--- src/rtl/uhc_cap_pkg.sv ---
// package for the high-speed host capability register bank
package uhc_cap_pkg;

   // ***********************************************************
   // bus widths
   // ***********************************************************
   localparam int unsigned ADDR_W   = 8;
   localparam int unsigned DATA_W   = 32;
   localparam int unsigned ROUTE_W  = 4;
   localparam int unsigned MAX_PORT = 15;

   // ***********************************************************
   // register offsets (bytes from the memory base)
   // ***********************************************************
   localparam logic [7:0] OFS_LEN_VER = 8'h00;
   localparam logic [7:0] OFS_STRUCT  = 8'h04;
   localparam logic [7:0] OFS_CAPPAR  = 8'h08;

   // ***********************************************************
   // field positions
   // ***********************************************************
   localparam int unsigned LEN_LSB    = 0;
   localparam int unsigned VER_LSB    = 8;
   localparam int unsigned DPN_LSB    = 20;
   localparam int unsigned PIND_BIT   = 16;
   localparam int unsigned NCC_LSB    = 12;
   localparam int unsigned NPCC_LSB   = 8;
   localparam int unsigned PRR_BIT    = 7;
   localparam int unsigned PPC_BIT    = 4;
   localparam int unsigned NPORTS_LSB = 0;
   localparam int unsigned IST_LSB    = 4;
   localparam int unsigned IST_FRAME  = 3;
   localparam int unsigned PROGRAMMABLE_FRAME_LIST_FLAG_BIT   = 1;
   localparam int unsigned WIDE_BIT   = 0;

   // ***********************************************************
   // documented field values
   // ***********************************************************
   localparam logic [7:0]  RST_CAP_LENGTH = 8'h0C;
   localparam logic [15:0] RST_VERSION    = 16'h9500;
   localparam logic [3:0]  RST_DPN        = 4'h0;
   localparam logic        RST_PIND       = 1'b0;
   localparam logic [3:0]  RST_NCC        = 4'h2;
   localparam logic [3:0]  RST_NPCC       = 4'h2;
   localparam logic        RST_PRR        = 1'b0;
   localparam logic        RST_PPC        = 1'b1;
   localparam logic [3:0]  RST_NPORTS     = 4'h4;
   localparam logic [3:0]  RST_IST        = 4'h1;
   localparam logic        RST_PROGRAMMABLE_FRAME_LIST_FLAG       = 1'b1;
   localparam logic        RST_WIDE       = 1'b0;

   // ***********************************************************
   // frame list size encodings and lengths
   // ***********************************************************
   localparam logic [1:0]  FLS_1024 = 2'h0;
   localparam logic [1:0]  FLS_512  = 2'h1;
   localparam logic [1:0]  FLS_256  = 2'h2;
   localparam logic [1:0]  FLS_RSVD = 2'h3;
   localparam logic [10:0] LEN_1024 = 11'h400;
   localparam logic [10:0] LEN_512  = 11'h200;
   localparam logic [10:0] LEN_256  = 11'h100;

   // ***********************************************************
   // carriers
   // ***********************************************************
   typedef struct packed {
      logic              valid;
      logic              write;
      logic [ADDR_W-1:0] addr;
      logic [DATA_W-1:0] wdata;
   } uhc_req_t;

   typedef struct packed {
      logic              ack;
      logic [DATA_W-1:0] rdata;
   } uhc_rsp_t;

   typedef struct packed {
      uhc_rsp_t           rsp;
      logic [1:0]         frame_list_size;
      logic [10:0]        flen;
      logic [ROUTE_W-1:0] comp;
      logic               route_ok;
   } uhc_state_t;

endpackage

--- src/rtl/uhc_cap_regs.sv ---
// read-only capability register bank of the high-speed host function
`timescale 1ns/1ns
`default_nettype none

module uhc_cap_regs #(
   parameter logic [7:0]  CAP_LENGTH  = uhc_cap_pkg::RST_CAP_LENGTH,
   parameter logic [15:0] IF_VERSION  = uhc_cap_pkg::RST_VERSION,
   parameter logic [3:0]  DEBUG_PORT  = uhc_cap_pkg::RST_DPN,
   parameter logic        PORT_IND    = uhc_cap_pkg::RST_PIND,
   parameter logic [3:0]  COMP_COUNT  = uhc_cap_pkg::RST_NCC,
   parameter logic [3:0]  PORTS_PER_C = uhc_cap_pkg::RST_NPCC,
   parameter logic        ROUTE_RULE  = uhc_cap_pkg::RST_PRR,
   parameter logic        PWR_SWITCH  = uhc_cap_pkg::RST_PPC,
   parameter logic [3:0]  PORT_COUNT  = uhc_cap_pkg::RST_NPORTS,
   parameter logic [3:0]  ISO_THRESH  = uhc_cap_pkg::RST_IST,
   parameter logic        PROG_FLIST  = uhc_cap_pkg::RST_PROGRAMMABLE_FRAME_LIST_FLAG,
   parameter logic        WIDE_ADDR   = uhc_cap_pkg::RST_WIDE
) (
   input  wire logic                   core_clk_i,
   input  wire logic                   rst_b_i,
   input  wire uhc_cap_pkg::uhc_req_t  req_i,
   output var  uhc_cap_pkg::uhc_rsp_t  rsp_o,
   input  wire logic                   fls_wr_i,
   input  wire logic [1:0]             fls_wdata_i,
   output logic [1:0]                  frame_list_size_o,
   output logic [10:0]                 frame_list_len_o,
   input  wire logic [3:0]             route_port_i,
   input  wire logic [59:0]            port_route_array_i,
   output logic [3:0]                  route_companion_o,
   output logic                        route_valid_o,
   output logic                        handoff_supported_o,
   output logic                        debug_port_present_o,
   output logic                        port_indicator_ctl_o,
   output logic                        port_power_switched_o,
   output logic                        iso_whole_frame_o,
   output logic [2:0]                  iso_uframes_o
);

   // ***********************************************************
   // constant register images
   // ***********************************************************
   localparam logic [31:0] WORD_LEN_VER =
      (32'(CAP_LENGTH) << uhc_cap_pkg::LEN_LSB) |
      (32'(IF_VERSION) << uhc_cap_pkg::VER_LSB);

   localparam logic [31:0] WORD_STRUCT =
      (32'(DEBUG_PORT)  << uhc_cap_pkg::DPN_LSB)    |
      (32'(PORT_IND)    << uhc_cap_pkg::PIND_BIT)   |
      (32'(COMP_COUNT)  << uhc_cap_pkg::NCC_LSB)    |
      (32'(PORTS_PER_C) << uhc_cap_pkg::NPCC_LSB)   |
      (32'(ROUTE_RULE)  << uhc_cap_pkg::PRR_BIT)    |
      (32'(PWR_SWITCH)  << uhc_cap_pkg::PPC_BIT)    |
      (32'(PORT_COUNT)  << uhc_cap_pkg::NPORTS_LSB);

   localparam logic [31:0] WORD_CAPPAR =
      (32'(ISO_THRESH) << uhc_cap_pkg::IST_LSB)  |
      (32'(PROG_FLIST) << uhc_cap_pkg::PROGRAMMABLE_FRAME_LIST_FLAG_BIT) |
      (32'(WIDE_ADDR)  << uhc_cap_pkg::WIDE_BIT);

   // ***********************************************************
   // helpers
   // ***********************************************************
   // read decode; anything unmapped or a write answers zero
   function automatic logic [31:0] read_word(input logic [7:0] addr);
      logic [31:0] w;
      w = '0;
      if (addr == uhc_cap_pkg::OFS_LEN_VER) begin
         w = WORD_LEN_VER;
      end else if (addr == uhc_cap_pkg::OFS_STRUCT) begin
         w = WORD_STRUCT;
      end else if (addr == uhc_cap_pkg::OFS_CAPPAR) begin
         w = WORD_CAPPAR;
      end
      return w;
   endfunction

   // companion for a zero-based port index
   function automatic logic [3:0] route_of(input logic [3:0]  port,
                                           input logic [59:0] arr);
      logic [3:0] c;
      c = '0;
      if (ROUTE_RULE) begin
         c = arr[port*uhc_cap_pkg::ROUTE_W +: uhc_cap_pkg::ROUTE_W];
      end else if (PORTS_PER_C != 4'h0) begin
         c = port / PORTS_PER_C;
      end
      return c;
   endfunction

   function automatic logic [10:0] list_len(input logic [1:0] frame_list_size);
      logic [10:0] n;
      n = uhc_cap_pkg::LEN_1024;
      if (frame_list_size == uhc_cap_pkg::FLS_512) begin
         n = uhc_cap_pkg::LEN_512;
      end else if (frame_list_size == uhc_cap_pkg::FLS_256) begin
         n = uhc_cap_pkg::LEN_256;
      end
      return n;
   endfunction

   // ***********************************************************
   // state
   // ***********************************************************
   uhc_cap_pkg::uhc_state_t state_r;
   uhc_cap_pkg::uhc_state_t state_nxt;

   always_comb begin
      state_nxt              = state_r;
      // every access is answered one clock later; writes change nothing
      state_nxt.rsp.ack      = req_i.valid;
      state_nxt.rsp.rdata    = '0;
      if (req_i.valid && !req_i.write) begin
         state_nxt.rsp.rdata = read_word(req_i.addr);
      end
      // reserved size code is dropped so the list length stays defined
      if (!PROG_FLIST) begin
         state_nxt.frame_list_size = uhc_cap_pkg::FLS_1024;
      end else if (fls_wr_i && fls_wdata_i != uhc_cap_pkg::FLS_RSVD) begin
         state_nxt.frame_list_size = fls_wdata_i;
      end
      state_nxt.flen     = list_len(state_nxt.frame_list_size);
      state_nxt.comp     = route_of(route_port_i, port_route_array_i);
      state_nxt.route_ok = (route_port_i < PORT_COUNT) && (COMP_COUNT != 4'h0);
   end

   always_ff @(posedge core_clk_i) begin
      if (!rst_b_i) begin
         state_r <= '0;
      end else begin
         state_r <= state_nxt;
      end
   end

   // ***********************************************************
   // outputs
   // ***********************************************************
   assign rsp_o                 = state_r.rsp;
   assign frame_list_size_o     = state_r.frame_list_size;
   assign frame_list_len_o      = state_r.flen;
   assign route_companion_o     = state_r.comp;
   assign route_valid_o         = state_r.route_ok;
   assign handoff_supported_o   = (COMP_COUNT != 4'h0);
   assign debug_port_present_o  = (DEBUG_PORT != 4'h0) && (DEBUG_PORT <= PORT_COUNT);
   assign port_indicator_ctl_o  = PORT_IND;
   assign port_power_switched_o = PWR_SWITCH;
   assign iso_whole_frame_o     = ISO_THRESH[uhc_cap_pkg::IST_FRAME];
   assign iso_uframes_o         = ISO_THRESH[uhc_cap_pkg::IST_FRAME] ? 3'h0
                                                                     : ISO_THRESH[2:0];
endmodule

`default_nettype wire

--- config.mk ---
export PLATFORM = sky130hd
export DESIGN_NAME = uhc_cap_regs
export DESIGN_NICKNAME = d
export VERILOG_FILES = /design/src/rtl/uhc_cap_pkg.sv /design/src/rtl/uhc_cap_regs.sv
export SDC_FILE = /design/constraint.sdc
export NUM_CORES = 1
export LEC_CHECK = 0
export BUFFER_PORTS_ARGS = -buffer_cell sky130_fd_sc_hd__buf_2
export CORE_AREA = 2 2 66 68
export DETAILED_ROUTE_END_ITERATION = 16
export DIE_AREA = 0 0 68 70
export PLACE_DENSITY = 0.83
export SYNTH_ARGS = -nofsm -noshare
export SYNTH_HDL_FRONTEND = slang
export SYNTH_SLANG_ARGS = --single-unit
--- constraint.sdc ---
create_clock -name core_clk_i -period 0.9 [get_ports core_clk_i]
set_clock_uncertainty 0.1 [all_clocks]
set_input_delay 0.09 -clock core_clk_i [delete_from_list [all_inputs] [get_ports core_clk_i]]
set_output_delay 0.09 -clock core_clk_i [all_outputs]
set_load 0.05 [all_outputs]
==> flow_summary.ini, run 1 <==
[synthesis]
synth_cells = 88
synthMuxAreaShare_pct = 0
ys_seq_elements = 15
synth_top_family_by_area = buffers and inverters
synth-simple-area-share_pct = 16.84
synth_fa_ha_area_share_pct = 0
syn_avg_cell_area_sq_um = 9.626
yosysSeqAreaShare_pct = 35.45
synth_area_sq_um = 847.1
synth_cell_type_count = 20
synth-warning-count = 0
synth_xor_area_share_pct = 2.068
synth_compound_area_share_pct = 5.318

[clock_tree]
root_buffer = clkbuf_8
cts_buffers = 3
clock_sinks = 15
post_cts_buffers = 0
hold_buffers = 4
h-tree-depth = 1
clk_path_buf_depth = 2
clk_latency_ps = 250
path_clk_slew_ps = 60
cts_tree = done

[grt]
grt_pass1_vias = 526
overflow = 0
grt_max_degree = 10
grt_pass1_wl_um = 2615
grt.total_usage_pct = 7.750
antenna_found_initial = 0

[timing]
fin_ws_ps = -89.90
rsz0062_at_grt = yes
slew_viol_final = 0
fin_crit_sh_pct = 110.0
hold_viol_final = 5
setup_viol = 21
hold-worst-slack_ps = -41.27
fmax_mhz = 1010
period_minus_slack_ps = 989.9

[placement]
post_dp_cell_area_sq_um = 938.4
place_hpwl_um = 1416
place_ws_ps = -222.2
gp_congestion = 0.6760
io_buffers = 37

[worst_setup_path]
slowest_delay_ps = 390
crit_type = register to primary output
slowest_stage = dfxtp_4
end_kind = primary output
cp_num_buf_inv = 1
critPathTopFamily = flip-flops
worstPathMaxFanout = 5
start_kind = register
crit_chain = buf_6
cp.arrival_ps = 800
required_ps = 710

[finish]
nets = 240
diodes = 0
drive_above_1_share_pct = 50.78
synthToLayoutAreaGrowth_pct = 46.23
design_area_sq_um = 1239

[floorplan]
core_area_sq_um = 4144
start_util_pct = 20.44
die-width_um = 68
fp.dieArea_sq_um = 4760
die_y_um = 70
io_pins = 170
num_rows = 24

[drt]
routed_wire_length_per_instance_um = 10.18
firstDrtPassIters = 2
ant_nets = 0
vias = 589
drtIter0Drc = 1
wl_um = 1833
viasPerCell = 3.272
drc = 0

[status]
violations = hold timing, setup timing
status = finished with violations

[power]
p_leak_nw = 0.5892
powerDensity_nw_per_um2 = 1549
peakVddDrop_mv = 0.5590

[job]
maxCapViolCount = 0

[worst_hold_path]
hold_path_class = input port to register
## state kept, by name (all words and copies together) (netlist names)
signal,flops
rsp_o,6
frame_list_size_o,2
route_valid_o,1
frame_list_len_o,3
route_companion_o,3
## metrics by stage
| stage | cells | total power [W] | setup TNS, ps | hold WS, ps | util (%) |
|---|---|---|---|---|---|
| floorplan | 125 | 0.001333 | -201.3 | 51.24 | - |
| global placement | 172 | 0.001293 | -711.3 | 170.2 | 22.64 |
| detailed placement | 172 | 0.001297 | -999.9 | 175.1 | 22.64 |
| CTS | 180 | 0.001930 | -1034 | -48.12 | 29.02 |
| global route | 180 | 0.002020 | -1579 | -41.71 | 29.89 |
| finish | 180 | 0.001918 | -825.3 | -41.27 | 29.89 |
## cell type report
type	count	area, sq um
Fill cell	435	2905
Timing Repair Buffer	43	422.9
Multi-Input combinational cell	65	371.6
Sequential cell	15	329.1
Tap cell	52	65.06
Clock buffer	3	41.29
Clock inverter	1	5.005
Inverter	1	3.754
## synth_stat cells
| master | n | share of area [%] |
|---|---|---|
| dfxtp_1 | 15 | 35 |
| a21oi_1 | 1 | 0.59 |
| nor2_1 | 2 | 0.89 |
| and2_1 | 4 | 3.0 |
| nor4b_2 | 2 | 3.5 |
| o21a_1 | 2 | 1.8 |
| o211a_1 | 1 | 1.2 |
| nor4_1 | 1 | 0.74 |
| xnor2_1 | 1 | 1.0 |
| a2111oi_2 | 1 | 1.8 |
| conb_1 | 2 | 0.89 |
| nor2b_1 | 2 | 1.5 |
| buf_4 | 44 | 39 |
| nand2_1 | 1 | 0.44 |
| nand3_2 | 1 | 1.2 |
| inv_1 | 1 | 0.44 |
| nor4_4 | 1 | 2.5 |
| nor3_1 | 4 | 2.4 |
| nand2b_1 | 1 | 0.74 |
| xor2_1 | 1 | 1.0 |
## cell usage in the layout (no fill, tap or decap), drive strengths merged
cell         Yosys  layout
a2111oi          1       1
a21oi            1       1
and2             4       4
buf             44      39
clkbuf           0       3
clkinv           0       1
conb             2      39
dfxtp           15      15
dlygate4sd3      0       4
inv              1       1
nand2            1       1
nand2b           1       1
nand3            1       1
nor2             2       2
nor2b            2       2
nor3             4       4
nor4             2       2
nor4b            2       2
o211a            1       1
o21a             2       2
xnor2            1       1
xor2             1       1
## what timing repair did
| action | 4_1_cts | 5_1_grt |
|---|---|---|
| endpoints found under the setup margin | 23 | 25 |
| pin swaps | 2 | 2 |
| hold endpoints to repair | 10 | 5 |
| gates resized for setup | 59 | 9 |
| gates cloned | 0 | 0 |
## where the power goes
part | total [W] | switching, W | internal, W
Combinational | 0.000663 | 0.000521 | 0.000143
Clock | 0.000547 | 0.000241 | 0.000306
Sequential | 0.000708 | 0.0000222 | 0.000686
Total | 0.00192 | 0.000784 | 0.00113
## final timing paths
check / cells after the start / to / startpoint / slack [ps]
setup reg to reg: 3 / frame_list_len_o[10] / frame_list_size_o[0] / -60
hold / removal: 2 / rsp_o[20] / req_i[34] / -40
hold reg to reg: 1 / frame_list_len_o[8] / frame_list_size_o[0] / 410
setup / recovery: 1 / rsp_o[18] / rsp_o[20] / -90
## cell families (layout without fill, tap and decap cells)
kind of cell              count (synthesis)  in the layout
AOI/OAI and AO/OA                         5              5
xor gates and xnor gates                  2              2
buffers and inverters                    45             48
DFF                                      15             15
other                                     2             39
and+or+nand+nor                          19             19
## routing by layer
| metal | global-route usage, % | part of all wire, % | vias up |
|---|---|---|---|
| li1 | - | - | 283 |
| met3 | 5.797 | 17 | 0 |
| met4 | 0.6667 | 0 | 0 |
| met2 | 13.48 | 53 | 50 |
| met1 | 7.455 | 30 | 256 |
| met5 | 0 | 0 | - |
Power figures use the tool's default switching activity.
==> run 2: changes to the inputs <==
Settings changed: PLACE_DENSITY 0.83 to unset, PLACE_DENSITY_LB_ADDON set to 0.2, SKIP_LAST_GASP set to 1.
==> run 2 against run 1 <==
The run still ends with hold timing, setup timing left. Combinational power is 2% higher. Sequential share of layout area is 0.68 points lower. Sequential cell count stayed put. Setup slack is essentially flat. Fmax about the same. Via count grew 0.17%. Register-to-register slack about the same. Wire length shrank 2.0%. Clock power shrank 3%. Critical path type unchanged. Largest power group unchanged.
==> flow_summary.ini, run 2 (synthesis gave the netlist of run 1 again) <==
[placement]
place_ws_ps = -230.3
io_buffers = 37
post_dp_cell_area_sq_um = 953.4
place_hpwl_um = 1476
dp_cells = 174
gp_congestion = 0.6280

[clock_tree]
clk_path_buf_depth = 2
post_cts_buffers = 0
clock_sinks = 15
cts_buffers = 3
h-tree-depth = 1
path_clk_slew_ps = 60
hold_buffers = 3
clk_latency_ps = 240
root_buffer = clkbuf_8
cts_tree = done

[timing]
period_minus_slack_ps = 989.5
fmax_mhz = 1011
hold-worst-slack_ps = -11.72
hold_viol_final = 3
fin_ws_ps = -89.46
fin_crit_sh_pct = 109.9
setup_viol = 21
slew_viol_final = 0
rsz0062_at_grt = yes

[finish]
largest_reg_flops = 6
synthToLayoutAreaGrowth_pct = 50.07
postLayoutCoreUtil_pct = 30.68
nets = 241
design_area_sq_um = 1271
n_fill_cell = 444
layout_common_cells = conb_1 (39), buf_2 (15), buf_8 (15), dfxtp_2 (11), buf_6 (7)
diodes = 0
drive_above_1_share_pct = 51.94
final_common_cell = conb_1
finalNonFillerCells = 181

[worst_hold_path]
hold_path_class = input port to register

[status]
status = finished with violations
violations = hold timing, setup timing

[worst_setup_path]
worstPathMaxFanout = 5
cp.arrival_ps = 800
cp_num_buf_inv = 1
required_ps = 710
critPathTopFamily = flip-flops
start_kind = register
crit_type = register to primary output
slowest_stage = dfxtp_4
end_kind = primary output
crit_chain = buf_6
slowest_delay_ps = 390

[floorplan]
num_rows = 24
start_util_pct = 20.44
io_pins = 170
core_area_sq_um = 4144
die-width_um = 68
die_y_um = 70
fp.dieArea_sq_um = 4760

[drt]
ant_nets = 0
drtIter0Drc = 2
viasPerCell = 3.260
firstDrtPassIters = 2
routed_wire_length_per_instance_um = 9.923
drc = 0
wl_um = 1796
vias = 590

[job]
maxCapViolCount = 0

[grt]
met2_usage_pct = 10.57
grt.total_usage_pct = 7.286
grt_max_degree = 10
grt_pass1_vias = 530
antenna_found_initial = 0
grt_pass1_wl_um = 2532
overflow = 0
gr-max-usage-layer = met2
grt_util_met1_pct = 8.911
grt.met3_usage_pct = 5.475

[power]
clkPwrFrac_pct = 27.6
intPower_w = 0.001144
peakVddDrop_mv = 0.4451
p_leak_nw = 0.6042
p_seq_share_pct = 37.0
powerDensity_nw_per_um2 = 1506
power_frac_comb_pct = 35.4
power.net_switching_w = 0.0007712
switching_share_pct = 40.27
-- run 2: path summary, 6_finish.rpt --
path | startpoint | endpoint | slack [ps] | cells after the start
setup / recovery | rsp_o[20] | rsp_o[23] | -90 | 1
hold / removal | req_i[34] | rsp_o[20] | -10 | 2
setup reg to reg | frame_list_size_o[0] | frame_list_len_o[10] | -60 | 3
hold reg to reg | frame_list_size_o[0] | frame_list_len_o[8] | 400 | 1
-- run 2: stage by stage --
step	TNS (ps)	hold slack [ps]	total power, W
after floorplan	-201.3	51.24	0.001333
after global placement	-888.5	180.5	0.001302
after detailed placement	-1052	181.0	0.001307
after CTS	-972.5	-25.39	0.001904
after global routing	-1574	-14.53	0.002016
final	-860.2	-11.72	0.001915
-- run 2: layout make-up --
| class | instances | area, sq um | share of cell area (%) |
|---|---|---|---|
| timing repair buffer | 44 | 439.2 | 34.55 |
| multi-input combinational | 65 | 387.9 | 30.51 |
| sequential | 15 | 329.1 | 25.89 |
| tap | 52 | 65.06 | 5.118 |
| clock buffer | 3 | 41.29 | 3.248 |
| clock inverter | 1 | 5.005 | 0.3937 |
| inverter | 1 | 3.754 | 0.2953 |
-- run 2: repair_timing --
item,in CTS,in global routing
endpoints found under the setup margin,23,26
pin swaps,2,4
endpoints found under the hold margin,8,1
resized for setup,61,11
-- run 2: layer usage --
layer	vias to the layer above	part of all wire (%)
met1	256	40
met2	46	44
met4	0	0.56
met5	-	0
met3	3	16
li1	285	-
-- run 2: power by group through the flow --
stage / sequential [W] / clock, W / combinational [W]
2_1_floorplan: 0.000797 / 0 / 0.000536
3_3_place_gp: 0.000708 / 0 / 0.000594
3_5_place_dp: 0.000708 / 0 / 0.000599
4_1_cts: 0.000707 / 0.000546 / 0.000652
5_1_grt: 0.000713 / 0.000599 / 0.000704
6_report: 0.000709 / 0.000528 / 0.000677
==> run 3: changes to the inputs <==
--- a/constraint.sdc
+++ b/constraint.sdc
@@ -3,3 +3,3 @@
 set_input_delay 0.09 -clock core_clk_i [delete_from_list [all_inputs] [get_ports core_clk_i]]
 set_output_delay 0.09 -clock core_clk_i [all_outputs]
-set_load 0.05 [all_outputs]
+set_load 0.02 [all_outputs]
==> run 3 against run 2 <==
The flow still finishes with violations (hold timing, setup timing). Sequential share of layout area grew 2.3 points. Critical path depth is 2 higher. Final cell count did not move. Clock power barely moved. First-iteration DRC count grew to 5.0 times the previous value. Register-to-register slack is essentially flat. Largest power group unchanged. Non-clock buffer count unchanged. Combinational power decreased by 46%. Clock-buffer cell count grew 1. Sequential power shrank 1%. Die area unchanged.
==> flow_summary.ini, run 3 (synthesis gave the netlist of run 1 again) <==
[drt]
firstDrtPassIters = 2
wl_um = 1741
ant_nets = 0
drtIter0Drc = 10
met3_length_um = 326
drc = 0
viasPerCell = 3.271
top_layer_used = met4
vias = 592
wl_met2_um = 670
routed_wire_length_per_instance_um = 9.619
wl_met1_um = 730

[finish]
drive_above_1_share_pct = 48.84
multi_input_area_sq_um = 356.6
design_area_sq_um = 1160
final_common_cell = conb_1
diodes = 0
synthToLayoutAreaGrowth_pct = 36.93
largest_reg_flops = 6
postLayoutCoreUtil_pct = 27.99
nets = 241
layout_common_cells = conb_1 (39), buf_6 (18), buf_2 (17), dfxtp_2 (9), buf_4 (6)
register_area_sq_um = 326.6
n_fill_cell = 452

[worst_setup_path]
worstPathMaxFanout = 4
crit_type = register to register
end_kind = register
r2r_slack_ps = -50
cp.arrival_ps = 990
required_ps = 930
start_kind = register

[placement]
place_hpwl_um = 1468
gp_congestion = 0.7485
place_ws_ps = -208.7
post_dp_cell_area_sq_um = 943.4
io_buffers = 37

[status]
violations = hold timing, setup timing
status = finished with violations

[timing]
setup_viol = 11
fin_ws_ps = -52.17
slew_viol_final = 0
fin_crit_sh_pct = 105.8
fin_setup_tns_ps = -351.2
hold_viol_final = 5
fmax_mhz = 1050
period_minus_slack_ps = 952.2
hold-worst-slack_ps = -32.00
rsz0062_at_grt = yes

[grt]
grt.total_usage_pct = 6.904
grt_max_degree = 9
grt_pass1_wl_um = 2359
overflow = 0
antenna_found_initial = 0
grt_pass1_vias = 481

[floorplan]
die-width_um = 68
start_util_pct = 20.44
fp.dieArea_sq_um = 4760
num_rows = 24
core_area_sq_um = 4144
die_y_um = 70
io_pins = 170

[clock_tree]
clock_sinks = 15
h-tree-depth = 1
root_buffer = clkbuf_8
clk_path_buf_depth = 2
path_clk_slew_ps = 60
cts_buffers = 3
hold_buffers = 3
cts_tree = done
clk_latency_ps = 240

[worst_hold_path]
hold_path_class = input port to register

[power]
p_leak_nw = 0.5683
powerDensity_nw_per_um2 = 1376
power_w = 0.001596
peakVddDrop_mv = 0.3724

[job]
maxCapViolCount = 0
run 3: cell types whose count changed in the layout (fill, tap and decap cells not counted), sizes merged:
cell and change:
clkinv -1, clkbuf +1
run 3: what timing repair did:
item / 4_1_cts / 5_1_grt
gates resized for setup: 29 / 23
setup buffers: 0 / 0
gates cloned: 0 / 0
endpoints found under the hold margin: 8 / 5
pin swaps: 1 / 4
endpoints found under the setup margin: 20 / 25
run 3: metrics by stage:
| stage | instances | hold slack (ps) |
|---|---|---|
| global route | 181 | -31.22 |
| detailed placement | 174 | 178.5 |
| CTS | 181 | -33.99 |
| finish | 181 | -32.00 |
| global placement | 174 | 177.5 |
| floorplan | 125 | 60.59 |
run 3: final timing paths:
kind	start	endpoint	depth (start not counted)
setup / recovery	frame_list_size_o[0]	frame_list_len_o[10]	3
hold / removal	req_i[34]	rsp_o[20]	2
setup reg to reg	frame_list_size_o[0]	frame_list_len_o[10]	3
hold reg to reg	frame_list_size_o[0]	frame_list_len_o[8]	1
run 3: where the power goes:
| group | total [W] | internal [W] | switching, W |
|---|---|---|---|
| Clock | 0.000527 | 0.000313 | 0.000214 |
| Sequential | 0.000702 | 0.000685 | 0.0000169 |
| Combinational | 0.000367 | 0.000118 | 0.000249 |
| Total | 0.00160 | 0.00112 | 0.000480 |
run 3: cell type report:
type | count | area share, %
multi-input cells | 65 | 30.74
clock buffers | 4 | 3.884
flip-flops and latches | 15 | 28.16
well taps | 52 | 5.610
repair buffers | 44 | 31.28
inverters | 1 | 0.3236
run 3: metal layers:
metal	vias up	track usage, %
met3	5	5.797
met1	253	8.242
met4	0	2.000
met5	-	0
met2	50	9.169
li1	284	-
run 3: critical path, cell delays in order, from the launching register on:
cell and delay [ps]:
dfxtp_4 370, xor2_1 140, a21oi_1 60, o21a_1 170
